[src/bopx_pkg.sv]
// Package for the bit-manipulation and processor-control execution block.
// Assumes an 8-bit core with one status register and byte-wide register file and I/O space.
package bopx_pkg;

    localparam int DATA_W = 8;
    localparam int BIT_SEL_W = 3;
    localparam int IO_ADDR_W = 6;
    localparam int SLEEP_MODE_W = 3;

    // Status register bit positions
    localparam logic [2:0] FLAG_C = 3'h0;
    localparam logic [2:0] FLAG_Z = 3'h1;
    localparam logic [2:0] FLAG_N = 3'h2;
    localparam logic [2:0] FLAG_V = 3'h3;
    localparam logic [2:0] FLAG_S = 3'h4;
    localparam logic [2:0] FLAG_H = 3'h5;
    localparam logic [2:0] FLAG_T = 3'h6;
    localparam logic [2:0] FLAG_I = 3'h7;

    localparam logic [7:0] STATUS_FLAGS_REGISTER_RESET = 8'h00;
    localparam logic [7:0] BYTE_ZERO = 8'h00;

    // Fewest extra cycles added to a data access through the nonvolatile controller
    localparam int NVM_EXTRA_MIN = 1;

    typedef enum logic [4:0] {
        OP_NOP = 5'h00,
        OP_LOGICAL_SHIFT_UP = 5'h01,
        OP_LOGICAL_SHIFT_DOWN = 5'h02,
        OP_ROTATE_LEFT_CARRY = 5'h03,
        OP_ROTATE_RIGHT_CARRY = 5'h04,
        OP_ARITH_SHIFT_DOWN = 5'h05,
        OP_NIBBLE_SWAP = 5'h06,
        OP_IO_BIT_SET = 5'h07,
        OP_IO_BIT_CLEAR = 5'h08,
        OP_BIT_TO_TRANSFER_FLAG = 5'h09,
        OP_TRANSFER_FLAG_TO_BIT = 5'h0a,
        OP_GENERIC_FLAG_SET = 5'h0b,
        OP_GENERIC_FLAG_CLEAR = 5'h0c,
        OP_OVERFLOW_FLAG_SET = 5'h0d,
        OP_OVERFLOW_FLAG_CLEAR = 5'h0e,
        OP_HALF_CARRY_SET = 5'h0f,
        OP_HALF_CARRY_CLEAR = 5'h10,
        OP_SIGNED_FLAG_SET = 5'h11,
        OP_SIGNED_FLAG_CLEAR = 5'h12,
        OP_GLOBAL_IRQ_ENABLE = 5'h13,
        OP_GLOBAL_IRQ_DISABLE = 5'h14,
        OP_BREAK = 5'h15,
        OP_SLEEP = 5'h16,
        OP_WATCHDOG_RESTART = 5'h17,
        OP_DATA_ACCESS = 5'h18
    } bopx_op_t;

    typedef enum logic [0:0] {
        ST_RUN = 1'b0,
        ST_NVM_WAIT = 1'b1
    } bopx_state_t;

    typedef struct packed {
        bopx_op_t op;
        logic [DATA_W-1:0] reg_value;
        logic [BIT_SEL_W-1:0] bit_sel;
        logic [IO_ADDR_W-1:0] io_addr;
        logic via_nvm;
    } bopx_req_t;

    typedef struct packed {
        logic en;
        logic [DATA_W-1:0] data;
    } bopx_reg_wr_t;

    typedef struct packed {
        logic en;
        logic [IO_ADDR_W-1:0] addr;
        logic [DATA_W-1:0] data;
    } bopx_io_wr_t;

endpackage

[src/bopx_exec.sv]
// Execution unit for shift/rotate, bit, status-flag and processor-control instructions.
// Assumes the decoder presents one request per cycle and that I/O read data is valid combinationally.
`timescale 1ns/10ps

module bopx_exec (
    input wire logic core_clk,
    input wire logic nrst,
    input wire logic req_valid,
    input wire bopx_pkg::bopx_req_t req,
    output logic req_ready,
    input wire logic [bopx_pkg::DATA_W-1:0] io_rdata,
    input wire logic nvm_ready,
    input wire logic [bopx_pkg::SLEEP_MODE_W-1:0] sleep_mode,
    output bopx_pkg::bopx_reg_wr_t reg_wr,
    output bopx_pkg::bopx_io_wr_t io_wr,
    output logic [bopx_pkg::DATA_W-1:0] status_flags_register,
    output logic debug_break,
    output logic sleep_req,
    output logic [bopx_pkg::SLEEP_MODE_W-1:0] sleep_mode_req,
    output logic watchdog_restart,
    output logic data_access_done,
    output logic stall
);

    // One-hot mask for a bit position
    function automatic logic [7:0] bit_mask(input logic [2:0] idx);
        logic [7:0] m;
        m = 8'h01;
        bit_mask = m << idx;
    endfunction

    // Decode of one opcode being taken this cycle
    function automatic logic op_taken(
        input logic tk,
        input bopx_pkg::bopx_op_t op,
        input bopx_pkg::bopx_op_t code
    );
        op_taken = tk && (op == code);
    endfunction

    // Flags after a shift or rotate: N, V, S and Z follow from result and carry out
    function automatic logic [7:0] shift_flags(
        input logic [7:0] old,
        input logic [7:0] res,
        input logic cout,
        input logic upd_h,
        input logic hval
    );
        logic [7:0] f;
        logic n;
        logic v;
        f = old;
        n = res[7];
        v = n ^ cout;
        f[bopx_pkg::FLAG_C] = cout;
        f[bopx_pkg::FLAG_Z] = (res == bopx_pkg::BYTE_ZERO);
        f[bopx_pkg::FLAG_N] = n;
        f[bopx_pkg::FLAG_V] = v;
        f[bopx_pkg::FLAG_S] = n ^ v;
        if (upd_h) begin
            f[bopx_pkg::FLAG_H] = hval;
        end
        shift_flags = f;
    endfunction

    bopx_pkg::bopx_state_t state;
    bopx_pkg::bopx_state_t next_state;

    logic take;
    logic [7:0] rv;
    logic [7:0] status_flags_register_cur;
    logic [7:0] next_status_flags_register;
    logic next_reg_en;
    logic [7:0] next_reg_data;
    logic next_io_en;
    logic [7:0] next_io_data;
    logic [7:0] sel_mask;
    logic ram_access;
    logic nvm_access;
    logic sleep_taken;

    assign rv = req.reg_value;
    assign status_flags_register_cur = status_flags_register;
    assign sel_mask = bit_mask(req.bit_sel);

    // The block holds off the decoder while a nonvolatile access is waiting
    assign stall = (state == bopx_pkg::ST_NVM_WAIT);
    assign req_ready = !stall;
    assign take = req_valid && req_ready;

    // Data access split by route, and the sleep decode shared by two outputs
    assign ram_access = op_taken(take, req.op, bopx_pkg::OP_DATA_ACCESS) && !req.via_nvm;
    assign nvm_access = op_taken(take, req.op, bopx_pkg::OP_DATA_ACCESS) && req.via_nvm;
    assign sleep_taken = op_taken(take, req.op, bopx_pkg::OP_SLEEP);

    // Result and flag computation for the instruction being taken
    always_comb begin
        next_status_flags_register = status_flags_register_cur;
        next_reg_en = 1'b0;
        next_reg_data = rv;
        next_io_en = 1'b0;
        next_io_data = io_rdata;
        if (take) begin
            case (req.op)
                bopx_pkg::OP_LOGICAL_SHIFT_UP: begin
                    next_reg_en = 1'b1;
                    next_reg_data = {rv[6:0], 1'b0};
                    next_status_flags_register = shift_flags(status_flags_register_cur, {rv[6:0], 1'b0}, rv[7], 1'b1, rv[3]);
                end
                bopx_pkg::OP_LOGICAL_SHIFT_DOWN: begin
                    next_reg_en = 1'b1;
                    next_reg_data = {1'b0, rv[7:1]};
                    next_status_flags_register = shift_flags(status_flags_register_cur, {1'b0, rv[7:1]}, rv[0], 1'b0, 1'b0);
                end
                bopx_pkg::OP_ROTATE_LEFT_CARRY: begin
                    next_reg_en = 1'b1;
                    next_reg_data = {rv[6:0], status_flags_register_cur[bopx_pkg::FLAG_C]};
                    next_status_flags_register = shift_flags(status_flags_register_cur, {rv[6:0], status_flags_register_cur[bopx_pkg::FLAG_C]},
                        rv[7], 1'b1, rv[3]);
                end
                bopx_pkg::OP_ROTATE_RIGHT_CARRY: begin
                    next_reg_en = 1'b1;
                    next_reg_data = {status_flags_register_cur[bopx_pkg::FLAG_C], rv[7:1]};
                    next_status_flags_register = shift_flags(status_flags_register_cur, {status_flags_register_cur[bopx_pkg::FLAG_C], rv[7:1]},
                        rv[0], 1'b0, 1'b0);
                end
                bopx_pkg::OP_ARITH_SHIFT_DOWN: begin
                    next_reg_en = 1'b1;
                    next_reg_data = {rv[7], rv[7:1]};
                    next_status_flags_register = shift_flags(status_flags_register_cur, {rv[7], rv[7:1]}, rv[0], 1'b0, 1'b0);
                end
                bopx_pkg::OP_NIBBLE_SWAP: begin
                    next_reg_en = 1'b1;
                    next_reg_data = {rv[3:0], rv[7:4]};
                end
                bopx_pkg::OP_IO_BIT_SET: begin
                    next_io_en = 1'b1;
                    next_io_data = io_rdata | sel_mask;
                end
                bopx_pkg::OP_IO_BIT_CLEAR: begin
                    next_io_en = 1'b1;
                    next_io_data = io_rdata & ~sel_mask;
                end
                bopx_pkg::OP_BIT_TO_TRANSFER_FLAG: begin
                    next_status_flags_register[bopx_pkg::FLAG_T] = |(rv & sel_mask);
                end
                bopx_pkg::OP_TRANSFER_FLAG_TO_BIT: begin
                    next_reg_en = 1'b1;
                    if (status_flags_register_cur[bopx_pkg::FLAG_T]) begin
                        next_reg_data = rv | sel_mask;
                    end else begin
                        next_reg_data = rv & ~sel_mask;
                    end
                end
                bopx_pkg::OP_GENERIC_FLAG_SET: begin
                    next_status_flags_register = status_flags_register_cur | sel_mask;
                end
                bopx_pkg::OP_GENERIC_FLAG_CLEAR: begin
                    next_status_flags_register = status_flags_register_cur & ~sel_mask;
                end
                bopx_pkg::OP_OVERFLOW_FLAG_SET: begin
                    next_status_flags_register[bopx_pkg::FLAG_V] = 1'b1;
                end
                bopx_pkg::OP_OVERFLOW_FLAG_CLEAR: begin
                    next_status_flags_register[bopx_pkg::FLAG_V] = 1'b0;
                end
                bopx_pkg::OP_HALF_CARRY_SET: begin
                    next_status_flags_register[bopx_pkg::FLAG_H] = 1'b1;
                end
                bopx_pkg::OP_HALF_CARRY_CLEAR: begin
                    next_status_flags_register[bopx_pkg::FLAG_H] = 1'b0;
                end
                bopx_pkg::OP_SIGNED_FLAG_SET: begin
                    next_status_flags_register[bopx_pkg::FLAG_S] = 1'b1;
                end
                bopx_pkg::OP_SIGNED_FLAG_CLEAR: begin
                    next_status_flags_register[bopx_pkg::FLAG_S] = 1'b0;
                end
                bopx_pkg::OP_GLOBAL_IRQ_ENABLE: begin
                    next_status_flags_register[bopx_pkg::FLAG_I] = 1'b1;
                end
                bopx_pkg::OP_GLOBAL_IRQ_DISABLE: begin
                    next_status_flags_register[bopx_pkg::FLAG_I] = 1'b0;
                end
                default: begin
                    next_status_flags_register = status_flags_register_cur;
                end
            endcase
        end
    end

    // Status register
    always_ff @(posedge core_clk or negedge nrst) begin
        if (!nrst) begin
            status_flags_register <= bopx_pkg::STATUS_FLAGS_REGISTER_RESET;
        end else begin
            status_flags_register <= next_status_flags_register;
        end
    end

    // Register file write-back
    always_ff @(posedge core_clk or negedge nrst) begin
        if (!nrst) begin
            reg_wr.en <= 1'b0;
            reg_wr.data <= bopx_pkg::BYTE_ZERO;
        end else begin
            reg_wr.en <= next_reg_en;
            if (next_reg_en) begin
                reg_wr.data <= next_reg_data;
            end
        end
    end

    // I/O read-modify-write; other bits come back unchanged
    always_ff @(posedge core_clk or negedge nrst) begin
        if (!nrst) begin
            io_wr.en <= 1'b0;
            io_wr.addr <= '0;
            io_wr.data <= bopx_pkg::BYTE_ZERO;
        end else begin
            io_wr.en <= next_io_en;
            if (next_io_en) begin
                io_wr.addr <= req.io_addr;
                io_wr.data <= next_io_data;
            end
        end
    end

    // Processor-control pulses, one cycle each; sleep_mode_req holds the mode of the last sleep taken
    always_ff @(posedge core_clk or negedge nrst) begin
        if (!nrst) begin
            debug_break <= 1'b0;
            sleep_req <= 1'b0;
            sleep_mode_req <= '0;
            watchdog_restart <= 1'b0;
        end else begin
            debug_break <= op_taken(take, req.op, bopx_pkg::OP_BREAK);
            sleep_req <= sleep_taken;
            if (sleep_taken) begin
                sleep_mode_req <= sleep_mode;
            end
            watchdog_restart <= op_taken(take, req.op, bopx_pkg::OP_WATCHDOG_RESTART);
        end
    end

    // Data access timing: internal RAM finishes at once, nonvolatile waits
    always_comb begin
        next_state = state;
        case (state)
            bopx_pkg::ST_RUN: begin
                if (nvm_access) begin
                    next_state = bopx_pkg::ST_NVM_WAIT;
                end
            end
            bopx_pkg::ST_NVM_WAIT: begin
                if (nvm_ready) begin
                    next_state = bopx_pkg::ST_RUN;
                end
            end
            default: begin
                next_state = bopx_pkg::ST_RUN;
            end
        endcase
    end

    always_ff @(posedge core_clk or negedge nrst) begin
        if (!nrst) begin
            state <= bopx_pkg::ST_RUN;
        end else begin
            state <= next_state;
        end
    end

    // Completion pulse for a data access
    always_ff @(posedge core_clk or negedge nrst) begin
        if (!nrst) begin
            data_access_done <= 1'b0;
        end else begin
            data_access_done <= ram_access ||
                (stall && nvm_ready);
        end
    end

endmodule

[config.mk]
export PLATFORM = sky130hd
export DESIGN_NAME = bopx_exec
export DESIGN_NICKNAME = d
export VERILOG_FILES = /design/src/bopx_pkg.sv /design/src/bopx_exec.sv
export SDC_FILE = /design/constraint.sdc
export NUM_CORES = 1
export LEC_CHECK = 0
export ABC_CLOCK_PERIOD_IN_PS = 2000
export BUFFER_PORTS_ARGS = -buffer_cell sky130_fd_sc_hd__buf_2
export CAP_MARGIN = 20
export CELL_PAD_IN_SITES_DETAIL_PLACEMENT = 1
export CELL_PAD_IN_SITES_GLOBAL_PLACEMENT = 1
export CORE_UTILIZATION = 35
export DETAILED_ROUTE_END_ITERATION = 16
export GPL_TIMING_DRIVEN = 0
export PLACE_DENSITY_LB_ADDON = 0.1
export SLEW_MARGIN = 5
export SYNTH_ARGS = -nofsm -noshare
export SYNTH_HDL_FRONTEND = slang
export SYNTH_SLANG_ARGS = --single-unit
[constraint.sdc]
create_clock -name core_clk -period 2 [get_ports core_clk]
set_input_delay 0.3 -clock core_clk [delete_from_list [all_inputs] [get_ports core_clk]]
set_output_delay 0.3 -clock core_clk [all_outputs]
set_load 0.02 [all_outputs]
=== After elaboration in Yosys (flattened, before gate mapping) ===
Cells that the tools add are included.

* Bits in registers: 40
* Bits in latches: 0
* Memory bits (writable): 0
* ROM bits: 0
* Input bits: 38
* Memories: 0

* Add/sub/neg operators: 0
* $mul: 0
* Div/mod/pow operators: 0
* $lt $le $gt $ge: 0
* Eq/ne operators: 24
* Shift operators: 1
* Mux-type cells: 18
* Bitwise gates (word level): 15
* Reductions and logical operators: 32

{| class="wikitable"
|+ Operators by type and width
! kind !! count
|-
| $pmux 8 s7 || 1
|-
| $eq 5x5->1 const B || 9
|-
| $eq 5x4->1 const B || 8
|-
| $and 8x8->8 || 4
|-
| $logic_not 8->1 || 3
|-
| $mux 8 || 3
|-
| $or 8x8->8 || 3
|-
| $pmux 3 s7 || 1
|-
| $eq 5x3->1 const B || 4
|-
| $pmux 1 s8 || 2
|-
| $pmux 8 s2 || 1
|-
| $reduce_bool 8->1 || 2
|-
| $logic_not 7->1 || 2
|-
| $reduce_and 2->1 || 6
|-
| $eq 5x2->1 const B || 2
|-
| $logic_and 1x1->1 || 8
|-
| $not 8->8 || 1
|-
| $reduce_or 8->1 || 1
|-
| $shl 1x3->8 const A || 1
|-
| $reduce_bool 7->1 || 1
|-
| $reduce_or 7->1 || 1
|-
| $mux 1 || 6
|-
| $xor 1x1->1 || 6
|-
| $eq 5x1->1 const B || 1
|-
| other kinds (11) || 13
|}

=== Logic depth before layout (Yosys ltp) ===
Gate-level depths: netlist of run 1.

* Word-level depth: 6
* Depth in mapped cells: 8
* Depth with buffers taken out: 7

=== Worst setup path before layout of run 1 ===
Ideal clock, no wire load.

* Path type: input-to-reg
* Start: input port req[10] (netlist bit)
* End: register status_flags_register[3] (netlist bit)
* Data arrival time: 1.585 ns
* Data required time: 1.872 ns
* Slack: 0.287 ns
* Cell stages on the path: 7
* Path buffers: 1
* Cells stage by stage: clkbuf_1 -> inv_1 -> ha_1 -> a32oi_1 -> o221ai_1 -> nor4_1 -> nor3_1

* Cells in the longest elaborated chain, start to end: 2
* Elaborated cells on any way between the ends: 3
* Those cells by class: mux (1); bitwise (2)

{| class="wikitable"
|+ Ends and longest elaborated chain
! what !! line !! text
|-
| start: declaration || bopx_exec.sv:9 || <nowiki>input wire bopx_pkg::bopx_req_t req,</nowiki>
|-
| $xor 1x1->1 || bopx_exec.sv:54 || <nowiki>v = n ^ cout;</nowiki>
|-
| $pmux 1 s8 * || bopx_exec.sv:104 || <nowiki>case (req.op)</nowiki>
|-
| end signal: assignment || bopx_exec.sv:195 || <nowiki>status_flags_register <= bopx_pkg::STATUS_FLAGS_REGISTER_RESET;</nowiki>
|-
| end signal: assignment || bopx_exec.sv:197 || <nowiki>status_flags_register <= next_status_flags_register;</nowiki>
|-
| end: declaration || bopx_exec.sv:16 || <nowiki>output logic [bopx_pkg::DATA_W-1:0] status_flags_register,</nowiki>
|}

Every way passes the cells marked *; elsewhere a longest branch is shown, timed or not.
A chain may end at the register's enable or synchronous reset.

=== Final worst setup path of run 1 ===
* Start: register status_flags_register[0] (netlist bit)
* End: register status_flags_register[4] (netlist bit)

* Cells in the longest elaborated chain, start to end: 3

{| class="wikitable"
|+ Ends and longest elaborated chain
! what !! line !! text
|-
| $xor 1x1->1 || bopx_exec.sv:54 ||
|-
| $xor 1x1->1 * || bopx_exec.sv:59 || <nowiki>f[bopx_pkg::FLAG_S] = n ^ v;</nowiki>
|-
| $pmux 1 s8 * || bopx_exec.sv:104 ||
|}

Marks and branches as above.

==> results of run 1 <==
[synth_stat cells (4+ instances only)]
library cell	n	area [µm²]
sky130_fd_sc_hd__nor2b_1	8	50.1
sky130_fd_sc_hd__nor2_1	18	67.6
sky130_fd_sc_hd__o21ai_0	8	40.0
sky130_fd_sc_hd__a32o_1	6	60.1
sky130_fd_sc_hd__xor2_1	4	35.0
sky130_fd_sc_hd__nand3b_1	4	30.0
sky130_fd_sc_hd__dfrtp_1	40	1000
sky130_fd_sc_hd__o22ai_1	6	37.5
sky130_fd_sc_hd__inv_1	9	33.8
sky130_fd_sc_hd__buf_6	5	56.3
sky130_fd_sc_hd__buf_2	7	35.0
sky130_fd_sc_hd__nand2_1	34	128
sky130_fd_sc_hd__a222oi_1	6	60.1
sky130_fd_sc_hd__a21oi_1	11	55.1
sky130_fd_sc_hd__buf_4	8	60.1
sky130_fd_sc_hd__clkbuf_1	7	26.3
sky130_fd_sc_hd__o21ai_1	18	90.1
sky130_fd_sc_hd__mux2_2	13	146
sky130_fd_sc_hd__nand3_1	5	25.0
sky130_fd_sc_hd__mux2i_1	10	100
sky130_fd_sc_hd__nor3_1	6	30.0
sky130_fd_sc_hd__nand2b_1	7	43.8
[routing by layer]
| layer | share of wire | up-vias |
|---|---|---|
| met3 | 0.054 | 13 |
| met1 | 0.47 | 1350 |
| met2 | 0.46 | 111 |
| li1 | - | 1281 |
| met4 | 0.019 | 0 |
| met5 | 0 | - |
[flip-flops by register name (all words and copies together) (netlist names)]
register and cells:
data_access_done 1, watchdog_restart 1, debug_break 1, sleep_mode_req 3, sleep_req 1, io_wr 15
stall 1, reg_wr 9, status_flags_register 8
[per-stage QoR]
| step | cell area [µm²] | setup WS (ps) |
|---|---|---|
| 2_1_floorplan | 2800 | 287 |
| 3_3_place_gp | 3290 | -169 |
| 3_5_place_dp | 3290 | -126 |
| 4_1_cts | 3410 | 1.57 |
| 5_1_grt | 3420 | 46.9 |
| 6_report | 3420 | 116 |
[path summary, 6_finish.rpt]
check                                                 to  depth (start not counted)
min in group core_clk                              stall                          2
worst max register to register  status_flags_register[4]                          7
max in group asynchronous                      reg_wr[2]                          1
worst min-delay path                           io_wr[13]                          1
worst min register to register                 reg_wr[7]                          1
worst max-delay path            status_flags_register[4]                          7
[layout make-up]
cell class / instances / share of cell area
Timing Repair Buffer: 73 / 0.107
Clock inverter: 2 / 0.0113
Inverter: 9 / 0.00987
Multi-Input combinational cell: 227 / 0.465
Tap cell: 102 / 0.0373
Sequential cell: 40 / 0.293
Clock buffer: 6 / 0.0241
Buffer: 27 / 0.0523
[power breakdown]
group / switching (W) / internal (W) / leakage, nW
sequential: 0.0000889 / 0.000938 / 0.521
clock: 0.000321 / 0.000408 / 0.0614
combinational: 0.000505 / 0.000328 / 1.00
total: 0.000915 / 0.00167 / 1.58
[repair_timing]
item / CTS / global route
endpoints found under the setup margin: 0 / 8
resized for setup: 0 / 2
setup buffers: 0 / 1
hold buffers: 0 / 0
[cell families (layout without fill, tap and decap cells)]
group	after synthesis	in the layout	synth area share
AND/OR/NAND/NOR	108	108	0.211
XOR/XNOR	4	4	0.0125
AO/OA/AOI/OAI	85	85	0.212
adder cells (fa/ha/maj)	1	1	0.00446
buffers and inverters	36	117	0.0754
flip-flops	40	40	0.357
multiplexers	29	29	0.128
==> metrics.md, run 1 <==
| Metric | Value |
|---|---|
| Detail Route Antenna Nets | `0` |
| Area used by multi-input combinational logic | `0.00159 mm²` |
| Most common cell after layout, fill and taps aside | `sky130_fd_sc_hd__buf_2` |
| Share of synthesized registers carrying an async set or reset | `1.00` |
| CTS Buf Count | `5` |
| Pin count of the biggest net entering global routing | `41` |
| Synth cell types | `62` |
| Count of buffers inserted at the top-level ports | `72` |
| Worst setup EP type | `flop` |
| Antenna violations before repair | `0` |
| Final Setup Violations | `0` |
| Warnings from Yosys | `0` |
| Fraction of layout cells with a size suffix above 1 | `0.349` |
| Final hold violation count | `0` |
| Site row count | `32` |
| Clock tree from TritonCTS | `built` |
| Clock tree root driver cell | `sky130_fd_sc_hd__clkbuf_8` |
| Per-instance average area after synthesis | `9.25 µm²` |
| Cells along the critical path | `inv_1 > ha_1 > xor2_1 > nand2_1 > o21ai_0 > a221oi_1 > o2bb2ai_1` |
| Total grt overflow | `0` |
| Global routing usage summed across all routing layers | `0.234` |
| Met3 usage in global routing | `0.0343` |
| DIE HEIGHT | `91.5 µm` |
| Vias in the first global route | `2749` |
| Global-route wire length before repair | `15100 µm` |
| PD cells | `757 mW/mm²` |
| Effective utilization at floorplan | `0.363` |
| Top library cells by usage in the layout, fill and taps aside | `sky130_fd_sc_hd__buf_2, sky130_fd_sc_hd__dfrtp_1, sky130_fd_sc_hd__nand2_1` |
| Drt first pass iters | `5` |
| HPWL after detailed placement | `6920 µm` |
| Area Overhead vs Synth | `22.0%` |
| Final Max Tran Viols | `0` |
| Area of the placeable core | `0.00773 mm²` |
| Leakage power | `1.58 nW` |
| Clock H-tree levels | `2` |
| Register bit total from synthesis | `40` |
| Final RePlAce weighted congestion | `0.846` |
| Met1 usage in global routing | `0.334` |
| Met2 capacity usage during global routing | `0.357` |
| Crit path kind | `reg2reg` |
| Setup TNS after final layout | `0 ps` |
| Total die area | `0.00837 mm²` |
| Worst r2r src | `status_flags_register[0]` |
| DR vias/cell | `5.67` |
| Cell area after synthesis | `0.00280 mm²` |
| Crit path launch type | `flop` |
| Clock latency on the worst-skew pair | `310 ps` |
| Maximum fanout encountered on the critical timing path | `7` |
| Post-Layout Cell Count | `486` |
| Final core utilization | `0.443` |
| Count of unresolved DRC violations after routing | `0` |
| Buffers from clock root to sink, at most | `2` |
| Count of inserted antenna diode cells | `0` |
| Share of synthesized area occupied by flip-flops and latches | `0.357` |
| Number of enable flip-flop cells after synthesis | `0` |
| Placed Cells | `477` |
| Transition time of the tightest slew-check pin | `927 ps` |
| Routed len/inst | `19.1 µm` |
| Setup slack of the worst register-to-register path | `120 ps` |
| Routed Wire Length | `9260 µm` |
| Prevailing post-synth register cell | `sky130_fd_sc_hd__dfrtp_1` |
| Hold/Removal Path Class | `in2async` |
| IO Pins | `79` |
| Final critical delay including setup and external delays | `1880 ps` |
| Max-cap violations | `0` |
| Run status | `finished, final reports clean` |
| Worst slew margin relative to its limit | `0.382` |
| # nets final | `422` |
| Sum of internal, switching and leakage power | `0.00259 W` |
| Highest ir drop seen on vdd | `0.000347 V` |
| Clock input transition at the sequential cells of the worst setup and hold paths | `90 ps` |
| Sequential cell area | `0.00100 mm²` |
| Maximum clock skew at final layout | `5.09 ps` |
| Cell family contributing the most delay on the critical path | `compound AO/OA/AOI/OAI gates` |
| Sink count of the clock tree | `40` |
| Syn Inst Count | `303` |
| DRC marker count from the first detailed-route iteration | `199` |
| Peak clock frequency supported by timing | `531 MHz` |
| Final Hold Slack | `129 ps` |
| Critical path data required time | `2190 ps` |
| Crit. Startpoint | `status_flags_register[0]` |
| CP bufs+invs | `1` |
| Total number of vias | `2755` |
| Ratio of final minimum period to clock period | `0.942` |
| Biggest cell delay along the critical path | `500 ps` |
| Filler instances | `931` |
| Slowest-stage cell, CP | `sky130_fd_sc_hd__dfrtp_1` |
| Die outline width | `91.5 µm` |
| Nets in the synthesized netlist | `342` |
| Setup repair after global routing missed its margin | `false` |
| CP Data Arrival Time | `2070 ps` |
| Routing layer with the top usage in global route | `met2` |
Power figures use the tool's default switching activity.
==> run 2: changes to the inputs <==
Settings changed: REMOVE_ABC_BUFFERS from default to 1.
==> run 2 against run 1 <==
Net effect:
- utilization is 2.4 points lower
- worst setup slack better by 35 ps
- sequential share of layout area is 1.7 points higher
- sequential power hardly changed
- maximum frequency is 1.9% higher
- critical path type unchanged
==> metrics.md, run 2 (same netlist as run 1, synthesis figures left out) <==
| Metric | Value |
|---|---|
| Clock input transition at the sequential cells of the worst setup and hold paths | `80 ps` |
| Total number of vias | `2643` |
| Worst setup EP type | `flop` |
| Setup slack of the worst register-to-register path | `150 ps` |
| HPWL after detailed placement | `6320 µm` |
| # nets final | `401` |
| Site row count | `32` |
| Global routing usage summed across all routing layers | `0.221` |
| Leakage power | `1.48 nW` |
| Total grt overflow | `0` |
| Highest ir drop seen on vdd | `0.000257 V` |
| Setup TNS after final layout | `0 ps` |
| DR vias/cell | `5.70` |
| Drt first pass iters | `8` |
| Vias in the first global route | `2616` |
| Combinational Power Share | `0.337` |
| Sum of internal, switching and leakage power | `0.00237 W` |
| Effective utilization at floorplan | `0.363` |
| Count of unresolved DRC violations after routing | `0` |
| DRC marker count from the first detailed-route iteration | `188` |
| Internal Pwr Total | `0.00148 W` |
| Most common cell after layout, fill and taps aside | `sky130_fd_sc_hd__buf_2` |
| DIE HEIGHT | `91.5 µm` |
| Final critical delay including setup and external delays | `1850 ps` |
| Cell area after layout | `0.00324 mm²` |
| Max-cap violations | `0` |
| Buffers from clock root to sink, at most | `2` |
| Count of buffers inserted at the top-level ports | `78` |
| Reg power frac | `0.431` |
| Final Setup Violations | `0` |
| Registers with the most flip-flops | `io_wr: 15 flops, reg_wr: 9 flops, status_flags_register: 8 flops` |
| Top reg by flops | `io_wr` |
| Final RePlAce weighted congestion | `0.844` |
| Count of inserted antenna diode cells | `0` |
| Setup ws final | `151 ps` |
| Cells along the critical path | `nand2b_1 > nor2_2 > nand2_2 > mux2_4` |
| Clock H-tree levels | `2` |
| Clock Power Share | `0.232` |
| Clock latency on the worst-skew pair | `300 ps` |
| Cell family contributing the most delay on the critical path | `simple AND/OR/NAND/NOR gates` |
| Sink count of the clock tree | `40` |
| Path depth of the worst reg2reg path | `4` |
| Worst r2r src | `stall` |
| Routed len/inst | `19.1 µm` |
| Peak clock frequency supported by timing | `541 MHz` |
| PD cells | `733 mW/mm²` |
| IO Pins | `79` |
| Area of the placeable core | `0.00773 mm²` |
| Run status | `finished, final reports clean` |
| Pin count of the biggest net entering global routing | `41` |
| Net switching share of the total power | `0.376` |
| Worst flop-to-flop path endpoint | `io_wr[12]` |
| Ratio of final minimum period to clock period | `0.924` |
| Top library cells by usage in the layout, fill and taps aside | `sky130_fd_sc_hd__buf_2, sky130_fd_sc_hd__dfrtp_1, sky130_fd_sc_hd__nand2_1` |
| Area Overhead vs Synth | `15.5%` |
| CP bufs+invs | `0` |
| Clock tree from TritonCTS | `built` |
| Critical path data required time | `2190 ps` |
| Worst-case setup slack after placement | `-209 ps` |
| CTS Buf Count | `5` |
| Die outline width | `91.5 µm` |
| Final hold violation count | `0` |
| Largest register FFs | `15` |
| Maximum clock skew at final layout | `5.84 ps` |
| Crit path launch type | `flop` |
| Setup repair after global routing missed its margin | `false` |
| Fraction of layout cells with a size suffix above 1 | `0.331` |
| Hold/Removal Path Class | `in2async` |
| Worst slew margin relative to its limit | `0.381` |
| Crit path kind | `reg2reg` |
| CP Data Arrival Time | `2040 ps` |
| Placed inst area | `0.00314 mm²` |
| Transition time of the tightest slew-check pin | `926 ps` |
| Slowest-stage cell, CP | `sky130_fd_sc_hd__dfrtp_1` |
| Detail Route Antenna Nets | `0` |
| Maximum fanout encountered on the critical timing path | `23` |
| Routed Wire Length | `8860 µm` |
| Final Max Tran Viols | `0` |
| Reported net switching power | `0.000892 W` |
| Biggest cell delay along the critical path | `420 ps` |
| Antenna violations before repair | `0` |
| Global-route wire length before repair | `14300 µm` |
| Total die area | `0.00837 mm²` |
| Hold-fix buffer count after cts | `0` |
| Clock tree root driver cell | `sky130_fd_sc_hd__clkbuf_8` |
==> run 2: per-stage QoR <==
stage               std cells   util  hold WS [ps]
detailed placement        456  0.407           466
global placement          456  0.407           462
CTS                       464  0.418           175
finish                    464  0.419           129
floorplan                 276      -          4.41
global route              464  0.419           199
==> run 2: area by class of cell <==
class	count	area [µm²]
clock buffers	5	68.8
clock inverters	2	12.5
fillers	936	4490
inverters	9	33.8
multi-input cells	227	1600
flip-flops and latches	40	1000
well taps	102	128
repair buffers	79	398
==> run 2: how the worst max path moves through the flow <==
stage / start / endpoint / cells past startpoint
floorplan: stall / reg_wr[7] / 4
global placement: req[21] / reg_wr[7] / 6
detailed placement: req[21] / reg_wr[0] / 5
CTS: stall / sleep_mode_req[2] / 3
global route: req[21] / reg_wr[5] / 5
finish: stall / io_wr[12] / 4
==> run 2: worst register-to-register path, cell delays in order (launching register included) <==
cell                       delay, ps
sky130_fd_sc_hd__dfrtp_1         420
sky130_fd_sc_hd__nand2b_1        190
sky130_fd_sc_hd__nor2_2          330
sky130_fd_sc_hd__nand2_2         370
sky130_fd_sc_hd__mux2_4          410
==> run 2: per-layer routing <==
metal	wire, µm	vias to the layer above	GRT usage
li1	-	1237	-
met1	4080	1301	0.308
met2	4170	92	0.353
met3	466	13	0.0335
met4	144	0	0.0622
met5	0	-	0
==> run 2: power by group through the flow <==
stage          clock [W]  sequential [W]  combinational, W
2_1_floorplan          0         0.00120          0.000310
3_3_place_gp           0         0.00103          0.000787
3_5_place_dp           0         0.00104          0.000802
4_1_cts         0.000576         0.00103          0.000807
5_1_grt         0.000594         0.00104          0.000870
6_report        0.000550         0.00102          0.000800
==> run 2: repair_timing <==
item,in CTS,in global routing
setup endpoints to repair,8,11
setup buffers,1,0
gates resized for setup,0,2
pin swaps,1,0
==> run 3: changes to the inputs <==
Settings changed: CORE_UTILIZATION 35 to 39.
==> run 3 against run 2 <==
Net effect:
- power up 7.3%
- highest routed layer unchanged
- utilization up 5.7 points
- worst hold slack worse by 12 ps
==> metrics.md, run 3 (same netlist as run 1, synthesis figures left out) <==
| Metric | Value |
|---|---|
| Critical path data required time | `2180 ps` |
| Site row count | `30` |
| Worst flop-to-flop path endpoint | `sleep_mode_req[1]` |
| Top reg by flops | `io_wr` |
| Final Setup Violations | `0` |
| # nets final | `401` |
| Highest ir drop seen on vdd | `0.000261 V` |
| CP bufs+invs | `1` |
| Count of inserted antenna diode cells | `0` |
| DRC marker count from the first detailed-route iteration | `189` |
| Sink count of the clock tree | `40` |
| Final Max Tran Viols | `0` |
| Final critical delay including setup and external delays | `1900 ps` |
| Routed len/inst | `18.7 µm` |
| Crit path kind | `in2reg` |
| Clock H-tree levels | `2` |
| Count of buffers inserted at the top-level ports | `78` |
| Area Overhead vs Synth | `16.6%` |
| Pin count of the biggest net entering global routing | `41` |
| Total number of vias | `2658` |
| Global routing usage summed across all routing layers | `0.236` |
| Setup slack of the worst register-to-register path | `100 ps` |
| Buffers from clock root to sink, at most | `2` |
| Setup repair after global routing missed its margin | `false` |
| HPWL after detailed placement | `6220 µm` |
| Clock tree from TritonCTS | `built` |
| Final hold violation count | `0` |
| PD cells | `779 mW/mm²` |
| Hold/Removal Path Class | `in2async` |
| Maximum fanout encountered on the critical timing path | `23` |
| Cell family contributing the most delay on the critical path | `simple AND/OR/NAND/NOR gates` |
| Worst r2r src | `stall` |
| Leakage power | `1.50 nW` |
| Cells along the critical path | `buf_2 > nor2b_1 > o211ai_1 > a31o_1 > o22ai_1 > o41ai_1` |
| Antenna violations before repair | `0` |
| Fraction of layout cells with a size suffix above 1 | `0.331` |
| Clock input transition at the sequential cells of the worst setup and hold paths | `90 ps` |
| Path depth of the worst reg2reg path | `3` |
| Die outline width | `86.8 µm` |
| Most common cell after layout, fill and taps aside | `sky130_fd_sc_hd__buf_2` |
| Area of the placeable core | `0.00687 mm²` |
| Biggest cell delay along the critical path | `700 ps` |
| Slowest-stage cell, CP | `sky130_fd_sc_hd__nor2b_1` |
| Run status | `finished, final reports clean` |
| Max-cap violations | `0` |
| Effective utilization at floorplan | `0.408` |
| Total grt overflow | `0` |
| Worst setup EP type | `flop` |
| Filler instances | `843` |
| Crit path launch type | `primary input` |
| Total die area | `0.00753 mm²` |
| Ratio of final minimum period to clock period | `0.952` |
| Peak clock frequency supported by timing | `525 MHz` |
| Global-route wire length before repair | `13500 µm` |
| Worst slew margin relative to its limit | `0.373` |
| IO Pins | `79` |
| Final RePlAce weighted congestion | `0.834` |
| Placed inst area | `0.00314 mm²` |
| Registers with the most flip-flops | `io_wr: 15 flops, reg_wr: 9 flops, status_flags_register: 8 flops` |
| Maximum clock skew at final layout | `10.8 ps` |
| CTS Buf Count | `5` |
| Cell area after layout | `0.00327 mm²` |
| Drt first pass iters | `4` |
| Largest register FFs | `15` |
| Crit. Startpoint | `req[18]` |
| Routed Wire Length | `8580 µm` |
| DIE HEIGHT | `86.8 µm` |
| Clock latency on the worst-skew pair | `300 ps` |
| Vias in the first global route | `2555` |
| Detail Route Antenna Nets | `0` |
| Clock tree root driver cell | `sky130_fd_sc_hd__clkbuf_8` |
| CP Data Arrival Time | `2080 ps` |
| Transition time of the tightest slew-check pin | `937 ps` |
| Top library cells by usage in the layout, fill and taps aside | `sky130_fd_sc_hd__buf_2, sky130_fd_sc_hd__dfrtp_1, sky130_fd_sc_hd__nand2_1` |
| Count of unresolved DRC violations after routing | `0` |
| DR vias/cell | `5.79` |
| Setup TNS after final layout | `0 ps` |
| Hold-fix buffer count after cts | `0` |
## run 3: changes by cell type in the layout (fill, tap and decap cells not counted)
cell	change
sky130_fd_sc_hd__clkinv_4	+1
sky130_fd_sc_hd__clkinvlp_4	-1
sky130_fd_sc_hd__nor2b_1	+1
sky130_fd_sc_hd__nor2b_2	-1
sky130_fd_sc_hd__bufinv_16	+1
sky130_fd_sc_hd__clkbuf_8	+1
sky130_fd_sc_hd__clkinv_2	-1
## run 3: layer usage
metal  global-route usage  vias to the layer above  part of all wire
li1                     -                     1236                 -
met1                0.324                     1323              0.45
met2                0.384                       90              0.48
met3               0.0371                        9             0.058
met4               0.0636                        0             0.012
met5                    0                        -                 0
## run 3: layout make-up
cell class	instances	area, µm²	area share
well taps	96	120	0.0368
inverters	9	33.8	0.0103
clock buffers	6	82.6	0.0253
multi-input cells	227	1590	0.488
clock inverters	2	38.8	0.0119
repair buffers	79	398	0.122
flip-flops and latches	40	1000	0.306
## run 3: through the flow
step,total power (W),util,hold WS [ps],worst slack [ps],std cells
global placement,0.00181,0.457,462,-162,450
floorplan,0.00151,-,4.41,305,276
global route,0.00267,0.476,188,3.32,459
finish,0.00255,0.476,117,96.0,459
CTS,0.00257,0.475,157,123,459
detailed placement,0.00184,0.457,460,-181,450
## run 3: what timing repair did
action	CTS	global route
resized for setup	0	1
pin swaps	1	0
buffers inserted	1	0
setup endpoints to repair	8	3
## run 3: worst reg2reg max path, stage by stage (launching register included)
cell and delay [ps]:
sky130_fd_sc_hd__dfrtp_1 420, sky130_fd_sc_hd__nor2b_1 620, sky130_fd_sc_hd__nand4_1 380, sky130_fd_sc_hd__mux2_2 370
## run 3: worst max-delay path by stage
stage,slack [ps],cells after the start,end
finish,100,6,status_flags_register[6]
global route,3,3,sleep_mode_req[0]
CTS,120,3,sleep_mode_req[1]
detailed placement,-180,6,status_flags_register[6]
global placement,-160,6,reg_wr[7]
floorplan,300,4,reg_wr[7]
## run 3: power by group
| group | internal [W] | switching [W] | leakage, nW |
|---|---|---|---|
| Combinational | 0.000307 | 0.000492 | 0.914 |
| Clock | 0.000409 | 0.000317 | 0.0614 |
| Sequential | 0.000938 | 0.0000852 | 0.521 |
